$ cat src/fepc_pkg.sv
`default_nettype none
package fepc_pkg;
  // Clock and timing
  localparam int unsigned CLK_NS             = 10;
  localparam int unsigned WIN_US             = 50;
  localparam int unsigned WIN_CYC_DEF        = (WIN_US * 1000) / CLK_NS;
  localparam int unsigned RESUME_GAP_US      = 400;
  localparam int unsigned RESUME_GAP_CYC_DEF = (RESUME_GAP_US * 1000 + CLK_NS - 1) / CLK_NS;
  localparam int unsigned TMR_W              = 16;

  // Pin cycle phases, in clock cycles minus one
  localparam logic [3:0]  SETUP_CYC  = 4'h1;
  localparam logic [3:0]  STROBE_CYC = 4'h4;
  localparam logic [3:0]  HOLD_CYC   = 4'h1;

  localparam int unsigned AW = 19;
  localparam int unsigned DW = 8;

  // Register offsets
  localparam logic [11:0] REG_CTRL   = 12'h000;
  localparam logic [11:0] REG_ADDR   = 12'h004;
  localparam logic [11:0] REG_WDATA  = 12'h008;
  localparam logic [11:0] REG_STATUS = 12'h00c;
  localparam logic [11:0] REG_RDATA  = 12'h010;

  // Status register bit positions
  localparam int unsigned ST_BUSY    = 0;
  localparam int unsigned ST_FAIL    = 1;
  localparam int unsigned ST_TMO     = 2;
  localparam int unsigned ST_REFUSED = 3;
  localparam int unsigned ST_WIN     = 4;
  localparam int unsigned ST_LOCK    = 5;
  localparam int unsigned ST_IDM     = 6;

  // Status byte fields read back from the device
  localparam int unsigned COMPLETION_POLL_BIT  = 7;
  localparam int unsigned ACTIVITY_TOGGLE_BIT  = 6;
  localparam int unsigned TIMEOUT_FLAG_BIT     = 5;
  localparam int unsigned ERASE_WINDOW_BIT     = 3;
  localparam int unsigned SECTOR_TOGGLE_BIT    = 2;

  // Command table
  localparam logic [18:0] UNLOCK1_ADDR  = 19'h00555;
  localparam logic [7:0]  UNLOCK1_DATA  = 8'haa;
  localparam logic [18:0] UNLOCK2_ADDR  = 19'h002aa;
  localparam logic [7:0]  UNLOCK2_DATA  = 8'h55;
  localparam logic [7:0]  CMD_ERASE_SET = 8'h80;
  localparam logic [7:0]  CMD_SECTOR    = 8'h30;
  localparam logic [7:0]  CMD_SUSPEND   = 8'hb0;
  localparam logic [7:0]  CMD_RESUME    = 8'h30;
  localparam logic [7:0]  CMD_PROGRAM   = 8'ha0;
  localparam logic [7:0]  CMD_RESET     = 8'hf0;
  localparam logic [7:0]  CMD_IDENT     = 8'h90;
  localparam logic [2:0]  LEN_PROG      = 3'h4;
  localparam logic [2:0]  LEN_ERASE     = 3'h6;
  localparam logic [2:0]  LEN_IDENT     = 3'h3;
  localparam logic [2:0]  LEN_SINGLE    = 3'h1;

  typedef enum logic [3:0] {
    OP_READ, OP_RESET, OP_PROG, OP_ERASE, OP_ADD, OP_SUSP, OP_RESUME, OP_IDENT, OP_POLL
  } fepc_op_t;
endpackage
`default_nettype wire

$ cat src/fepc_bus_cycle.sv
`timescale 1ns/10ps
`default_nettype none
module fepc_bus_cycle
  import fepc_pkg::*;
(
  input  wire logic          pclk,
  input  wire logic          presetn,
  input  wire logic          start,
  input  wire logic          wr,
  input  wire logic [AW-1:0] addr,
  input  wire logic [DW-1:0] wdata,
  output logic               done,
  output logic [DW-1:0]      rdata,
  output logic               flash_ce_n,
  output logic               flash_oe_n,
  output logic               flash_we_n,
  output logic [AW-1:0]      flash_addr,
  output logic [DW-1:0]      flash_dq_o,
  output logic               flash_dq_oe,
  input  wire logic [DW-1:0] flash_dq_i
);
  typedef enum logic [1:0] {E_IDLE, E_SET, E_STROBE, E_HOLD} fepc_cyc_t;

  fepc_cyc_t  st_r;
  logic [3:0] cnt_r;
  logic       wr_r;

  always_ff @(posedge pclk or negedge presetn) begin
    if (!presetn) begin
      st_r        <= E_IDLE;
      cnt_r       <= 4'h0;
      wr_r        <= 1'b0;
      done        <= 1'b0;
      rdata       <= 8'h00;
      flash_ce_n  <= 1'b1;
      flash_oe_n  <= 1'b1;
      flash_we_n  <= 1'b1;
      flash_addr  <= 19'h00000;
      flash_dq_o  <= 8'h00;
      flash_dq_oe <= 1'b0;
    end else begin
      done <= 1'b0;
      case (st_r)
        E_IDLE: begin
          if (start) begin
            flash_addr <= addr;
            flash_dq_o <= wdata;
            wr_r       <= wr;
            flash_ce_n <= 1'b0;
            cnt_r      <= SETUP_CYC;
            st_r       <= E_SET;
          end
        end
        E_SET: begin
          // Address is stable before the strobe falls, data is held past its rise
          flash_dq_oe <= wr_r;
          if (cnt_r == 4'h0) begin
            flash_we_n <= ~wr_r;
            flash_oe_n <= wr_r;
            cnt_r      <= STROBE_CYC;
            st_r       <= E_STROBE;
          end else begin
            cnt_r <= cnt_r - 4'h1;
          end
        end
        E_STROBE: begin
          if (cnt_r == 4'h0) begin
            flash_we_n <= 1'b1;
            flash_oe_n <= 1'b1;
            if (!wr_r) begin
              rdata <= flash_dq_i;
            end
            cnt_r <= HOLD_CYC;
            st_r  <= E_HOLD;
          end else begin
            cnt_r <= cnt_r - 4'h1;
          end
        end
        default: begin
          if (cnt_r == 4'h0) begin
            flash_ce_n  <= 1'b1;
            flash_dq_oe <= 1'b0;
            done        <= 1'b1;
            st_r        <= E_IDLE;
          end else begin
            cnt_r <= cnt_r - 4'h1;
          end
        end
      endcase
    end
  end
endmodule
`default_nettype wire

$ cat src/fepc_flash_host.sv
`timescale 1ns/10ps
`default_nettype none
module fepc_flash_host
  import fepc_pkg::*;
#(
  parameter int unsigned WIN_CYCLES    = WIN_CYC_DEF,
  parameter int unsigned RESUME_CYCLES = RESUME_GAP_CYC_DEF
) (
  input  wire logic          pclk,
  input  wire logic          presetn,
  input  wire logic          psel,
  input  wire logic          penable,
  input  wire logic          pwrite,
  input  wire logic [11:0]   paddr,
  input  wire logic [31:0]   pwdata,
  output logic [31:0]        prdata,
  output logic               pready,
  output logic               pslverr,
  output logic               flash_ce_n,
  output logic               flash_oe_n,
  output logic               flash_we_n,
  output logic [AW-1:0]      flash_addr,
  output logic [DW-1:0]      flash_dq_o,
  output logic               flash_dq_oe,
  input  wire logic [DW-1:0] flash_dq_i
);
  typedef enum logic [1:0] {S_IDLE, S_GO, S_WAIT, S_EVAL} fepc_state_t;

  fepc_state_t        state_r;
  fepc_op_t           op_r;
  logic [2:0]         step_r;
  logic               poll_r;
  logic               rd_n_r;
  logic               to_seen_r;
  logic [AW-1:0]      addr_r;
  logic [DW-1:0]      wdata_r;
  logic [DW-1:0]      rdata_r;
  logic [DW-1:0]      rd1_r;
  logic [DW-1:0]      rd2_r;
  logic               fail_r;
  logic               tmo_r;
  logic               refused_r;
  logic               id_mode_r;
  logic [TMR_W-1:0]   win_cnt_r;
  logic [TMR_W-1:0]   lock_cnt_r;
  logic [3:0]         wr_cnt_r;

  logic               cyc_start;
  logic               cyc_wr;
  logic               cyc_done;
  logic [AW-1:0]      cyc_addr;
  logic [DW-1:0]      cyc_data;
  logic [DW-1:0]      cyc_rdata;
  logic [2:0]         seq_len;
  logic               apb_wr;
  logic               ctrl_wr;
  logic               ctrl_ok;
  logic               win_open;
  logic               lock_on;
  logic               toggled;
  logic               last_wr;
  logic               fail_set;
  logic               tmo_set;
  logic               wr_end;
  fepc_op_t           req_op;

  // Window runs from a strobe's rise to the next strobe's fall, so the
  // counter leaves room for the hold, the start and the setup cycles
  localparam int unsigned WIN_SLACK = 32'(SETUP_CYC) + 32'(HOLD_CYC) + 32'd4;

  function automatic logic [AW+DW-1:0] seq_word(fepc_op_t op, logic [2:0] st,
                                                 logic [AW-1:0] a, logic [DW-1:0] d);
    logic [AW+DW-1:0] w;
    w = {a, d};
    case (op)
      OP_PROG: begin
        if (st == 3'h0) w = {UNLOCK1_ADDR, UNLOCK1_DATA};
        else if (st == 3'h1) w = {UNLOCK2_ADDR, UNLOCK2_DATA};
        else if (st == 3'h2) w = {UNLOCK1_ADDR, CMD_PROGRAM};
        else w = {a, d};
      end
      OP_ERASE: begin
        if (st == 3'h0 || st == 3'h3) w = {UNLOCK1_ADDR, UNLOCK1_DATA};
        else if (st == 3'h1 || st == 3'h4) w = {UNLOCK2_ADDR, UNLOCK2_DATA};
        else if (st == 3'h2) w = {UNLOCK1_ADDR, CMD_ERASE_SET};
        else w = {a, CMD_SECTOR};
      end
      OP_IDENT: begin
        if (st == 3'h0) w = {UNLOCK1_ADDR, UNLOCK1_DATA};
        else if (st == 3'h1) w = {UNLOCK2_ADDR, UNLOCK2_DATA};
        else w = {UNLOCK1_ADDR, CMD_IDENT};
      end
      OP_RESET:  w = {a, CMD_RESET};
      OP_SUSP:   w = {a, CMD_SUSPEND};
      OP_RESUME: w = {a, CMD_RESUME};
      OP_ADD:    w = {a, CMD_SECTOR};
      default:   w = {a, d};
    endcase
    return w;
  endfunction

  always_comb begin
    case (op_r)
      OP_PROG:  seq_len = LEN_PROG;
      OP_ERASE: seq_len = LEN_ERASE;
      OP_IDENT: seq_len = LEN_IDENT;
      default:  seq_len = LEN_SINGLE;
    endcase
  end

  assign cyc_start = (state_r == S_GO);
  assign cyc_wr    = !(poll_r || op_r == OP_READ || op_r == OP_POLL);
  assign {cyc_addr, cyc_data} = cyc_wr ? seq_word(op_r, step_r, addr_r, wdata_r)
                                       : {addr_r, wdata_r};
  assign win_open  = (win_cnt_r != '0);
  assign lock_on   = (lock_cnt_r != '0);
  assign toggled   = rd1_r[ACTIVITY_TOGGLE_BIT] ^ rd2_r[ACTIVITY_TOGGLE_BIT];
  assign last_wr   = (step_r == seq_len - 3'h1);
  assign wr_end    = (state_r == S_WAIT) && cyc_done && cyc_wr && last_wr;

  fepc_bus_cycle u_cyc (
    .pclk        (pclk),
    .presetn     (presetn),
    .start       (cyc_start),
    .wr          (cyc_wr),
    .addr        (cyc_addr),
    .wdata       (cyc_data),
    .done        (cyc_done),
    .rdata       (cyc_rdata),
    .flash_ce_n  (flash_ce_n),
    .flash_oe_n  (flash_oe_n),
    .flash_we_n  (flash_we_n),
    .flash_addr  (flash_addr),
    .flash_dq_o  (flash_dq_o),
    .flash_dq_oe (flash_dq_oe),
    .flash_dq_i  (flash_dq_i)
  );

  // Register bus: zero wait states, error on unmapped offsets
  assign pready  = 1'b1;
  assign apb_wr  = psel && penable && pwrite;
  assign ctrl_wr = apb_wr && (paddr == REG_CTRL);
  assign req_op  = fepc_op_t'(pwdata[3:0]);

  always_comb begin
    ctrl_ok = (state_r == S_IDLE) && (pwdata[3:0] <= 4'(OP_POLL));
    if (id_mode_r && req_op != OP_READ && req_op != OP_RESET) ctrl_ok = 1'b0;
    if (req_op == OP_ADD && !win_open) ctrl_ok = 1'b0;
    if (req_op == OP_SUSP && lock_on) ctrl_ok = 1'b0;
  end

  always_comb begin
    pslverr = 1'b0;
    prdata  = 32'h00000000;
    if (paddr == REG_CTRL) begin
      prdata = {28'h0000000, 4'(op_r)};
    end else if (paddr == REG_ADDR) begin
      prdata = {13'h0000, addr_r};
    end else if (paddr == REG_WDATA) begin
      prdata = {24'h000000, wdata_r};
    end else if (paddr == REG_STATUS) begin
      prdata = {25'h0000000, id_mode_r, lock_on, win_open, refused_r, tmo_r, fail_r,
                state_r != S_IDLE};
    end else if (paddr == REG_RDATA) begin
      prdata = {24'h000000, rdata_r};
    end else begin
      pslverr = psel && penable;
    end
  end

  always_ff @(posedge pclk or negedge presetn) begin
    if (!presetn) begin
      addr_r  <= 19'h00000;
      wdata_r <= 8'h00;
    end else if (apb_wr && paddr == REG_ADDR && state_r == S_IDLE) begin
      addr_r <= pwdata[AW-1:0];
    end else if (apb_wr && paddr == REG_WDATA && state_r == S_IDLE) begin
      wdata_r <= pwdata[DW-1:0];
    end
  end

  // Sticky flags: hardware set wins over a write-one clear in the same cycle
  assign fail_set = (state_r == S_EVAL) && toggled && rd2_r[TIMEOUT_FLAG_BIT] && to_seen_r;
  // Only a confirmed timeout counts: array data read after completion may carry bit 5
  assign tmo_set  = (state_r == S_EVAL) && toggled && rd2_r[TIMEOUT_FLAG_BIT] && to_seen_r;

  always_ff @(posedge pclk or negedge presetn) begin
    if (!presetn) begin
      fail_r    <= 1'b0;
      tmo_r     <= 1'b0;
      refused_r <= 1'b0;
    end else begin
      if (apb_wr && paddr == REG_STATUS) begin
        if (pwdata[ST_FAIL]) fail_r <= 1'b0;
        if (pwdata[ST_TMO]) tmo_r <= 1'b0;
        if (pwdata[ST_REFUSED]) refused_r <= 1'b0;
      end
      if (ctrl_wr && !ctrl_ok) refused_r <= 1'b1;
      if (tmo_set) tmo_r <= 1'b1;
      // A failed program also shows when the top bits differ after completion
      if (fail_set || ((state_r == S_EVAL) && !toggled && op_r == OP_PROG &&
                       rd2_r[7:6] != wdata_r[7:6])) fail_r <= 1'b1;
    end
  end

  // Sector load window and post-resume suspend lockout
  always_ff @(posedge pclk or negedge presetn) begin
    if (!presetn) begin
      win_cnt_r <= '0;
    end else if (wr_end && (op_r == OP_ERASE || op_r == OP_ADD)) begin
      win_cnt_r <= TMR_W'(WIN_CYCLES - WIN_SLACK);
    end else if (wr_end && (op_r == OP_RESET || op_r == OP_SUSP)) begin
      win_cnt_r <= '0;
    end else if (win_open) begin
      win_cnt_r <= win_cnt_r - 1'b1;
    end
  end

  always_ff @(posedge pclk or negedge presetn) begin
    if (!presetn) begin
      lock_cnt_r <= '0;
    end else if (wr_end && op_r == OP_RESUME) begin
      lock_cnt_r <= TMR_W'(RESUME_CYCLES);
    end else if (lock_on) begin
      lock_cnt_r <= lock_cnt_r - 1'b1;
    end
  end

  always_ff @(posedge pclk or negedge presetn) begin
    if (!presetn) begin
      id_mode_r <= 1'b0;
    end else if (wr_end && op_r == OP_IDENT) begin
      id_mode_r <= 1'b1;
    end else if (wr_end && op_r == OP_RESET) begin
      id_mode_r <= 1'b0;
    end
  end

  always_ff @(posedge pclk or negedge presetn) begin
    if (!presetn) begin
      wr_cnt_r <= 4'h0;
    end else if (ctrl_wr && ctrl_ok) begin
      wr_cnt_r <= 4'h0;
    end else if ((state_r == S_WAIT) && cyc_done && cyc_wr) begin
      wr_cnt_r <= wr_cnt_r + 4'h1;
    end
  end

  always_ff @(posedge pclk or negedge presetn) begin
    if (!presetn) begin
      state_r   <= S_IDLE;
      op_r      <= OP_READ;
      step_r    <= 3'h0;
      poll_r    <= 1'b0;
      rd_n_r    <= 1'b0;
      to_seen_r <= 1'b0;
      rdata_r   <= 8'h00;
      rd1_r     <= 8'h00;
      rd2_r     <= 8'h00;
    end else begin
      case (state_r)
        S_IDLE: begin
          if (ctrl_wr && ctrl_ok) begin
            op_r      <= req_op;
            step_r    <= 3'h0;
            poll_r    <= 1'b0;
            rd_n_r    <= 1'b0;
            to_seen_r <= 1'b0;
            state_r   <= S_GO;
          end
        end
        S_GO: begin
          state_r <= S_WAIT;
        end
        S_WAIT: begin
          if (cyc_done) begin
            if (cyc_wr) begin
              if (!last_wr) begin
                step_r  <= step_r + 3'h1;
                state_r <= S_GO;
              end else if (op_r == OP_PROG) begin
                poll_r  <= 1'b1;
                rd_n_r  <= 1'b0;
                state_r <= S_GO;
              end else begin
                state_r <= S_IDLE;
              end
            end else if (op_r == OP_READ) begin
              rdata_r <= cyc_rdata;
              state_r <= S_IDLE;
            end else if (!rd_n_r) begin
              rd1_r   <= cyc_rdata;
              rd_n_r  <= 1'b1;
              state_r <= S_GO;
            end else begin
              rd2_r   <= cyc_rdata;
              rdata_r <= cyc_rdata;
              state_r <= S_EVAL;
            end
          end
        end
        default: begin
          rd_n_r <= 1'b0;
          if (!toggled) begin
            state_r <= S_IDLE;
          end else if (rd2_r[TIMEOUT_FLAG_BIT] && to_seen_r) begin
            op_r    <= OP_RESET;
            step_r  <= 3'h0;
            poll_r  <= 1'b0;
            state_r <= S_GO;
          end else begin
            // Toggle may stop just as the flag rises, so confirm once more
            if (rd2_r[TIMEOUT_FLAG_BIT]) to_seen_r <= 1'b1;
            state_r <= S_GO;
          end
        end
      endcase
    end
  end
endmodule
`default_nettype wire

$ cat config.mk
export PLATFORM = sky130hd
export DESIGN_NAME = fepc_flash_host
export DESIGN_NICKNAME = d
export VERILOG_FILES = /design/src/fepc_pkg.sv /design/src/fepc_bus_cycle.sv /design/src/fepc_flash_host.sv
export SDC_FILE = /design/constraint.sdc
export NUM_CORES = 1
export LEC_CHECK = 0
export BUFFER_PORTS_ARGS = -buffer_cell sky130_fd_sc_hd__buf_2
export CORE_AREA = 2 2 150 93
export CTS_CLUSTER_SIZE = 25
export DETAILED_ROUTE_END_ITERATION = 16
export DIE_AREA = 0 0 152 95
export PLACE_DENSITY = 0.8
export REMOVE_ABC_BUFFERS = 1
export SETUP_SLACK_MARGIN = 0.05
export SLEW_MARGIN = 30
export SYNTH_ARGS = -nofsm -noshare
export SYNTH_HDL_FRONTEND = slang
export SYNTH_SLANG_ARGS = --single-unit
$ cat constraint.sdc
create_clock -name pclk -period 3.45 [get_ports pclk]
set_clock_uncertainty 0.15 [all_clocks]
set_input_delay 0.69 -clock pclk [delete_from_list [all_inputs] [get_ports pclk]]
set_output_delay 0.69 -clock pclk [all_outputs]
set_load 0.02 [all_outputs]
==> report_table.html, run 1 <==
<table>
<tr><th>Metric</th><th>Value</th></tr>
<tr><th colspan="2">Floorplan</th></tr>
<tr><td>Die ar.</td><td>14,400 µm²</td></tr>
<tr><td>Die boundary height</td><td>95 µm</td></tr>
<tr><td>Number of placed I/O pins</td><td>122</td></tr>
<tr><td>Initial Utilization</td><td>55.3%</td></tr>
<tr><td>Core ar.</td><td>13,300 µm²</td></tr>
<tr><td>Horizontal die dimension</td><td>152 µm</td></tr>
<tr><td>FP Rows</td><td>33</td></tr>
<tr><th colspan="2">Pwr</th></tr>
<tr><td>Power density of the placed cells</td><td>610 nW/µm²</td></tr>
<tr><td>Worst vdd rail ir drop</td><td>roughly 0.00045 V</td></tr>
<tr><td>Static leakage</td><td>roughly 0.0042 µW</td></tr>
<tr><td>Sum of internal, switching and leakage power</td><td>approximately 5200 µW</td></tr>
<tr><th colspan="2">Logic synthesis</th></tr>
<tr><td>Flip-flop and latch count after synthesis</td><td>approximately 130</td></tr>
<tr><td>Post-synth cell types</td><td>70</td></tr>
<tr><td>Cells after synthesis</td><td>around 750</td></tr>
<tr><td>Most used flip-flop cell after synthesis</td><td>dfrtp_1</td></tr>
<tr><td>Number of enable flip-flop cells after synthesis</td><td>0</td></tr>
<tr><td>Dominant cell type by area after synthesis</td><td>dfrtp_1</td></tr>
<tr><td>Sequential fraction of the synthesis area</td><td>around 46%</td></tr>
<tr><td>Total of warnings raised by yosys</td><td>0</td></tr>
<tr><td>Most frequent cell after synthesis</td><td>dfrtp_1</td></tr>
<tr><td>Most area-consuming cells after synthesis</td><td>dfrtp_1, mux2_2, nor2_1, ha_1, nand2_1</td></tr>
<tr><td>Leading post-synthesis cells by instance count</td><td>dfrtp_1, nor2_1, nand2_1, mux2_2, o21ai_0</td></tr>
<tr><td>Post-Synthesis Cell Area</td><td>7330 µm²</td></tr>
<tr><td>Async S/R FF share, synth</td><td>100%</td></tr>
<tr><td>Portion of synthesized cell area occupied by the leading cell type</td><td>44.7%</td></tr>
<tr><td>Post-synthesis average cell area</td><td>9.81 µm²</td></tr>
<tr><th colspan="2">Placement</th></tr>
<tr><td>Placed wire-length estimate after detailed placement</td><td>13,200 µm</td></tr>
<tr><td>Pre-CTS setup slack</td><td>0.0449 ns</td></tr>
<tr><td>Weighted congestion at the end of routability-driven global placement</td><td>0.968</td></tr>
<tr><td>Port Buffer Count</td><td>94</td></tr>
<tr><th colspan="2">STA</th></tr>
<tr><td>Worst-Margin Slew</td><td>0.977 ns</td></tr>
<tr><td>Final Slew Violations</td><td>0</td></tr>
<tr><td>Share of the clock period used by the worst path</td><td>between 90% and 100%</td></tr>
<tr><td>Fmax achieved</td><td>0.298 GHz</td></tr>
<tr><td>Final setup margin</td><td>slightly below 0.09 ns</td></tr>
<tr><td>Final Hold Violating Endpoints</td><td>0</td></tr>
<tr><td>Rel. slew slack</td><td>33.9%</td></tr>
<tr><td>Time the worst path needs with I/O delays and setup</td><td>3.36 ns</td></tr>
<tr><td>Final sum of negative setup slack</td><td>0 ns</td></tr>
<tr><td>RSZ-0062 raised after global routing</td><td>no</td></tr>
<tr><td>Final setup violation count</td><td>0</td></tr>
<tr><td>Hold Slack</td><td>about 0.090 ns</td></tr>
<tr><th colspan="2">Worst setup path</th></tr>
<tr><td>Top cell family by delay on the critical path</td><td>simple AND/OR/NAND/NOR gates</td></tr>
<tr><td>Worst path arrival time</td><td>2.52 ns</td></tr>
<tr><td>Top cell by count, worst path</td><td>buf_2</td></tr>
<tr><td>Crit path max fanout</td><td>8</td></tr>
<tr><td>Worst R2R Start</td><td>op_r[3]$_DFFE_PN0P_</td></tr>
<tr><td>Type of the worst setup path</td><td>in -&gt; out</td></tr>
<tr><td>Crit Reg-Reg Endpoint</td><td>lock_cnt_r[7]$_DFFE_PN0P_</td></tr>
<tr><td>Critical path data required time</td><td>2.61 ns</td></tr>
<tr><td>Critical path buffer and inverter count</td><td>2</td></tr>
<tr><td>CP Launch Type</td><td>input port</td></tr>
<tr><td>Slowest cell on the critical path</td><td>or4_1</td></tr>
<tr><td>Endpoint class of the critical path</td><td>output port</td></tr>
<tr><td>Worst R2R Path Depth</td><td>10</td></tr>
<tr><td>R2R Setup Slk</td><td>0.45 ns</td></tr>
<tr><td>Critical Path Max Stage Delay</td><td>0.61 ns</td></tr>
<tr><td>Critical-path cell list</td><td>buf_2, or4_1, nor3_1, and3_1, a222oi_1, a21oi_1, buf_2</td></tr>
<tr><th colspan="2">Worst hold path</th></tr>
<tr><td>Hold/Removal Path Class</td><td>in -&gt; async</td></tr>
<tr><th colspan="2">Route</th></tr>
<tr><td>Antenna Nets Post-Route</td><td>0</td></tr>
<tr><td>First drt pass iteration count</td><td>6</td></tr>
<tr><td>Number of remaining DRC errors</td><td>0</td></tr>
<tr><td>Via count normalized by instance count</td><td>a little under 6</td></tr>
<tr><td>Number of vias after detailed routing</td><td>~6,000</td></tr>
<tr><td>Average wire length per cell after detail routing</td><td>between 15 and 20 µm</td></tr>
<tr><td>Routed WL</td><td>18,300 µm</td></tr>
<tr><td>Initial DRC Count</td><td>585</td></tr>
<tr><th colspan="2">Clocking</th></tr>
<tr><td>Number of buffers added to fix hold violations after cts</td><td>0</td></tr>
<tr><td>CTS max path bufs</td><td>2</td></tr>
<tr><td>TritonCTS buffer count</td><td>17</td></tr>
<tr><td>Clock sink total</td><td>between 100 and 150</td></tr>
<tr><td>Clock Root Buffer</td><td>clkbuf_16</td></tr>
<tr><td>Source-to-sink clock delay at the later pin of the worst-skew pair</td><td>around 0.42 ns</td></tr>
<tr><td>Clock input transition at the sequential cells of the worst setup and hold paths</td><td>0.06 ns</td></tr>
<tr><td>CTS resizes</td><td>1</td></tr>
<tr><td>Setup fix buffers added after clock tree synthesis</td><td>0</td></tr>
<tr><td>TritonCTS clock tree</td><td>yes</td></tr>
<tr><td>Number of H-tree levels</td><td>4</td></tr>
<tr><th colspan="2">Cells and area</th></tr>
<tr><td>Net count of the finished layout</td><td>924</td></tr>
<tr><td>Filler Cells Inserted</td><td>1,068</td></tr>
<tr><td>Share of cells above drive strength 1</td><td>between 20% and 30%</td></tr>
<tr><td>Area Overhead vs Synth</td><td>17.3%</td></tr>
<tr><td>Diode count</td><td>0</td></tr>
<tr><th colspan="2">GRT</th></tr>
<tr><td>Global-route wire length before repair</td><td>around 30,000 µm</td></tr>
<tr><td>Vias in the first global route</td><td>5,505</td></tr>
<tr><td>Number of antenna violations at the first check in global routing</td><td>0</td></tr>
<tr><td>Gr ovfl total</td><td>0</td></tr>
<tr><td>GRT Overall Usage</td><td>25.9%</td></tr>
<tr><td>Maximum number of pins on one net before global-route repair</td><td>60</td></tr>
<tr><th colspan="2">Outcome</th></tr>
<tr><td>Outcome</td><td>completed</td></tr>
<tr><th colspan="2">Flow run</th></tr>
<tr><td>Max_cap viols</td><td>0</td></tr>
</table>
## sequential cells by signal, indices dropped and copies added, names as in the netlist, 2 cells and up
name	cells
addr_r	19
lock_cnt_r	16
op_r	4
rd2_r	3
rdata_r	8
state_r	2
step_r	3
u_cyc.cnt_r	4
u_cyc.flash_addr	19
u_cyc.flash_dq_o	8
u_cyc.rdata	8
u_cyc.st_r	2
wdata_r	8
win_cnt_r	16
## area by class of cell
type	instances	area, µm²	share of cell area, %
sequential	134	3360	39.1
clock buffer	18	439	5.11
timing repair buffer	113	644	7.50
multi-input combinational	550	3680	42.8
inverter	31	116	1.35
tap	175	219	2.55
clock inverter	14	139	1.62
## stage by stage
stage / cell area, µm² / std cells / utilization [%]
2_1_floorplan: 7140 / 715 / -
3_3_place_gp: 8000 / 1003 / 60.4
3_5_place_dp: 8000 / 1003 / 60.4
4_1_cts: 8580 / 1035 / 64.8
5_1_grt: 8590 / 1035 / 64.8
6_report: 8590 / 1035 / 64.8
## layout by cell type (no fill, tap or decap), drive strengths merged, types with 15 or more instances in the layout
cell type    n
ha          20
inv         38
clkbuf      18
buf        113
nand3       19
a21oi       40
nor3        21
xnor2       15
mux2        48
o21ai       45
nand2       66
nor2        75
and2        16
dfrtp      131
## where the power goes
| group | switching [µW] | total [µW] | internal [µW] |
|---|---|---|---|
| combinational | 953 | 1520 | 570 |
| clock | 739 | 1770 | 1030 |
| sequential | 172 | 1950 | 1780 |
| total | 1860 | 5250 | 3380 |
## worst max-delay path by stage
stage,from,depth (start not counted),slack (ns),end
floorplan,paddr[0],5,0.22,prdata[0]
CTS,paddr[0],9,0.16,prdata[7]
finish,paddr[9],7,0.09,prdata[1]
detailed placement,paddr[0],9,0.04,prdata[7]
global route,paddr[9],7,0.01,prdata[1]
global placement,paddr[0],9,0.08,prdata[7]
## per-layer routing
metal	GRT usage, %	wire length (µm)	up-vias
met5	0	0	-
met4	5.53	175	0
met3	6.33	1610	17
met2	36.6	7550	251
met1	40.0	8970	2928
li1	-	-	2846
## logic make-up (layout without fill, tap and decap cells)
group | after synthesis | count (layout) | share of synthesized area, %
flip-flops | 134 | 134 | 45.8
other | 2 | 14 | 0.102
XOR/XNOR | 29 | 29 | 3.47
adder cells (fa/ha/maj) | 20 | 20 | 3.42
multiplexers | 58 | 58 | 8.74
buffers and inverters | 75 | 176 | 4.80
AO/OA/AOI/OAI | 152 | 152 | 14.0
AND/OR/NAND/NOR | 277 | 277 | 19.7
(Power assumes the default switching activity.)
==> run 2: changes to the inputs <==
Settings changed: CORE_AREA 2 2 150 93 to 2 2 145 90, DIE_AREA 0 0 152 95 to 0 0 147 92, PLACE_DENSITY 0.8 to 0.85.
Clock period 3.45 ns to 4.06 ns, I/O delays scaled along.
==> report_table.html, run 2 (synthesis gave the netlist of run 1 again) <==
<table>
<tr><th>Metric</th><th>Value</th></tr>
<tr><th colspan="2">Placement</th></tr>
<tr><td>Placed wire-length estimate after detailed placement</td><td>13,300 µm (+0.39%)</td></tr>
<tr><td>Weighted congestion at the end of routability-driven global placement</td><td>0.963 (-0.42%)</td></tr>
<tr><td>Port Buffer Count</td><td>94 (unchanged)</td></tr>
<tr><th colspan="2">Worst setup path</th></tr>
<tr><td>Type of the worst setup path</td><td>in -&gt; out</td></tr>
<tr><td>Top cell by count, worst path</td><td>buf_2</td></tr>
<tr><td>Critical-path cell list</td><td>buf_2, or4_4, nor4_1, and3b_1, a222oi_1, a21oi_1, buf_2</td></tr>
<tr><td>Slowest cell on the critical path</td><td>or4_4</td></tr>
<tr><td>Critical path data required time</td><td>3.10 ns (+0.49 ns)</td></tr>
<tr><td>Worst setup startpoint</td><td>paddr[0]</td></tr>
<tr><td>Critical path buffer and inverter count</td><td>2 (unchanged)</td></tr>
<tr><td>CP Launch Type</td><td>input port</td></tr>
<tr><td>Worst path arrival time</td><td>2.79 ns (+0.27 ns)</td></tr>
<tr><td>Critical Path Max Stage Delay</td><td>0.54 ns (-0.07 ns)</td></tr>
<tr><td>Endpoint class of the critical path</td><td>output port</td></tr>
<tr><td>Crit path max fanout</td><td>9 (+1)</td></tr>
<tr><td>Worst R2R Start</td><td>op_r[3]$_DFFE_PN0P_</td></tr>
<tr><td>Top cell family by delay on the critical path</td><td>simple AND/OR/NAND/NOR gates</td></tr>
<tr><th colspan="2">GRT</th></tr>
<tr><td>Number of antenna violations at the first check in global routing</td><td>0 (unchanged)</td></tr>
<tr><td>Gr ovfl total</td><td>0 (unchanged)</td></tr>
<tr><td>Met1 Track Usage GR</td><td>42.4% (+2.4 points)</td></tr>
<tr><td>Vias in the first global route</td><td>5,828 (+5.9%)</td></tr>
<tr><td>Met3 global-route usage</td><td>7.16% (+0.83 points)</td></tr>
<tr><td>GRT Max-Usage Layer</td><td>met2</td></tr>
<tr><td>GRT Overall Usage</td><td>28.9% (+3.0 points)</td></tr>
<tr><td>Global-route wire length before repair</td><td>30,500 µm (+4.3%)</td></tr>
<tr><td>Maximum number of pins on one net before global-route repair</td><td>81 (+35%)</td></tr>
<tr><td>Met2 usage</td><td>43.0% (+6.4 points)</td></tr>
<tr><th colspan="2">Pwr</th></tr>
<tr><td>Static leakage</td><td>0.00417 µW (-1.0%)</td></tr>
<tr><td>Power density of the placed cells</td><td>529 nW/µm² (-13%)</td></tr>
<tr><td>Sum of internal, switching and leakage power</td><td>4500 µW (-14%)</td></tr>
<tr><td>Worst vdd rail ir drop</td><td>0.000435 V (-4.4%)</td></tr>
<tr><th colspan="2">STA</th></tr>
<tr><td>Rel. slew slack</td><td>35.0% (+1.1 points)</td></tr>
<tr><td>Time the worst path needs with I/O delays and setup</td><td>between 3 and 4 ns</td></tr>
<tr><td>Worst-Margin Slew</td><td>0.961 ns (-0.0161 ns)</td></tr>
<tr><td>Share of the clock period used by the worst path</td><td>slightly above 90%</td></tr>
<tr><td>Final Slew Violations</td><td>0 (unchanged)</td></tr>
<tr><td>RSZ-0062 raised after global routing</td><td>no</td></tr>
<tr><td>Fmax achieved</td><td>0.267 GHz</td></tr>
<tr><td>Final setup violation count</td><td>0 (unchanged)</td></tr>
<tr><td>Final Hold Violating Endpoints</td><td>0 (unchanged)</td></tr>
<tr><td>Final sum of negative setup slack</td><td>0 ns (unchanged)</td></tr>
<tr><th colspan="2">Route</th></tr>
<tr><td>Routed WL</td><td>18,500 µm (+1.0%)</td></tr>
<tr><td>Average wire length per cell after detail routing</td><td>18.1 µm (+2.5%)</td></tr>
<tr><td>Number of remaining DRC errors</td><td>0 (unchanged)</td></tr>
<tr><td>Number of vias after detailed routing</td><td>6,180 (+2.3%)</td></tr>
<tr><td>First drt pass iteration count</td><td>7 (+1)</td></tr>
<tr><td>Antenna Nets Post-Route</td><td>0 (unchanged)</td></tr>
<tr><td>Initial DRC Count</td><td>675 (+15%)</td></tr>
<tr><td>Via count normalized by instance count</td><td>6.06 (+3.8%)</td></tr>
<tr><th colspan="2">Floorplan</th></tr>
<tr><td>FP Rows</td><td>32 (-3.0%)</td></tr>
<tr><td>Die ar.</td><td>13,500 µm² (-6.3%)</td></tr>
<tr><td>Horizontal die dimension</td><td>147 µm (-3.3%)</td></tr>
<tr><td>Die boundary height</td><td>92 µm (-3.2%)</td></tr>
<tr><td>Number of placed I/O pins</td><td>122 (unchanged)</td></tr>
<tr><td>Core ar.</td><td>12,400 µm² (-6.4%)</td></tr>
<tr><td>Initial Utilization</td><td>59.0% (+3.8 points)</td></tr>
<tr><th colspan="2">Cells and area</th></tr>
<tr><td>Most common cell after layout, fill and taps aside</td><td>dfrtp_1</td></tr>
<tr><td>Share of cells above drive strength 1</td><td>23.4% (-1.0 points)</td></tr>
<tr><td>Registers with the highest flip-flop counts</td><td>addr_r x19, u_cyc.flash_addr x19</td></tr>
<tr><td>Diode count</td><td>0 (unchanged)</td></tr>
<tr><td>Net count of the finished layout</td><td>914 (-1.1%)</td></tr>
<tr><td>Area Overhead vs Synth</td><td>16.1%</td></tr>
<tr><td>Most frequent cells in the layout</td><td>dfrtp_1, buf_2, nor2_1, nand2_1, mux2_2</td></tr>
<tr><th colspan="2">Clocking</th></tr>
<tr><td>CTS max path bufs</td><td>2 (unchanged)</td></tr>
<tr><td>Number of buffers added to fix hold violations after cts</td><td>0 (unchanged)</td></tr>
<tr><td>TritonCTS clock tree</td><td>yes</td></tr>
<tr><td>Setup fix buffers added after clock tree synthesis</td><td>0 (unchanged)</td></tr>
<tr><td>Clock Root Buffer</td><td>clkbuf_16</td></tr>
<tr><td>CTS resizes</td><td>0 (-1)</td></tr>
<tr><td>Clock sink total</td><td>134 (unchanged)</td></tr>
<tr><td>Clock input transition at the sequential cells of the worst setup and hold paths</td><td>0.06 ns (about the same)</td></tr>
<tr><td>Number of H-tree levels</td><td>4 (unchanged)</td></tr>
<tr><td>TritonCTS buffer count</td><td>17 (unchanged)</td></tr>
<tr><td>Source-to-sink clock delay at the later pin of the worst-skew pair</td><td>0.42 ns (about the same)</td></tr>
<tr><th colspan="2">Flow run</th></tr>
<tr><td>Max_cap viols</td><td>0 (unchanged)</td></tr>
<tr><th colspan="2">Outcome</th></tr>
<tr><td>Outcome</td><td>completed</td></tr>
<tr><th colspan="2">Worst hold path</th></tr>
<tr><td>Hold/Removal Path Class</td><td>in -&gt; async</td></tr>
</table>
## run 2: cell count changes in the layout (fill, tap and decap cells not counted), sizes merged
cell    previous run  this run
buf              113       103
bufinv             1         2
inv               38        37
## run 2: layout make-up
cell class              instances  area (µm²)
clock inverters                14         163
inverters                      31         116
fillers                       936        3900
clock buffers                  18         439
multi-input cells             550        3660
repair buffers                103         557
flip-flops and latches        134        3360
well taps                     170         213
## run 2: worst paths after layout
check	end	slack, ns	cells after the start
worst max-delay path	prdata[0]	0.31	7
worst min-delay path	u_cyc.cnt_r[3]$_DFFE_PN0P_	0.29	1
worst max register to register	lock_cnt_r[4]$_DFFE_PN0P_	0.65	8
worst min register to register	u_cyc.flash_dq_o[6]$_DFFE_PN0P_	0.33	1
max in group asynchronous	u_cyc.flash_addr[2]$_DFFE_PN0P_	2.73	2
min in group pclk	u_cyc.flash_dq_o[6]$_DFFE_PN0P_	0.33	1
## run 2: metrics by stage
stage	worst slack, ns	std cells	util, %	area (µm²)	hold WS (ns)
global placement	0.388	988	63.7	7910	0.308
global route	0.169	1020	68.5	8510	0.347
CTS	0.350	1020	68.5	8510	0.307
finish	0.313	1020	68.5	8510	0.289
floorplan	0.585	715	-	7140	0.293
detailed placement	0.350	988	63.7	7910	0.330
## run 2: metal layers
layer / share of wire (%) / vias up
met5: 0 / -
met4: 1.2 / 0
met3: 9.9 / 31
met2: 44 / 318
met1: 45 / 2995
li1: - / 2836
## run 2: power breakdown
group	switching [µW]	total, µW	leakage, µW	internal, µW
Sequential	150	1670	0.00178	1510
Clock	624	1560	0.000294	936
Combinational	808	1280	0.00210	470
Total	1580	4500	0.00417	2920
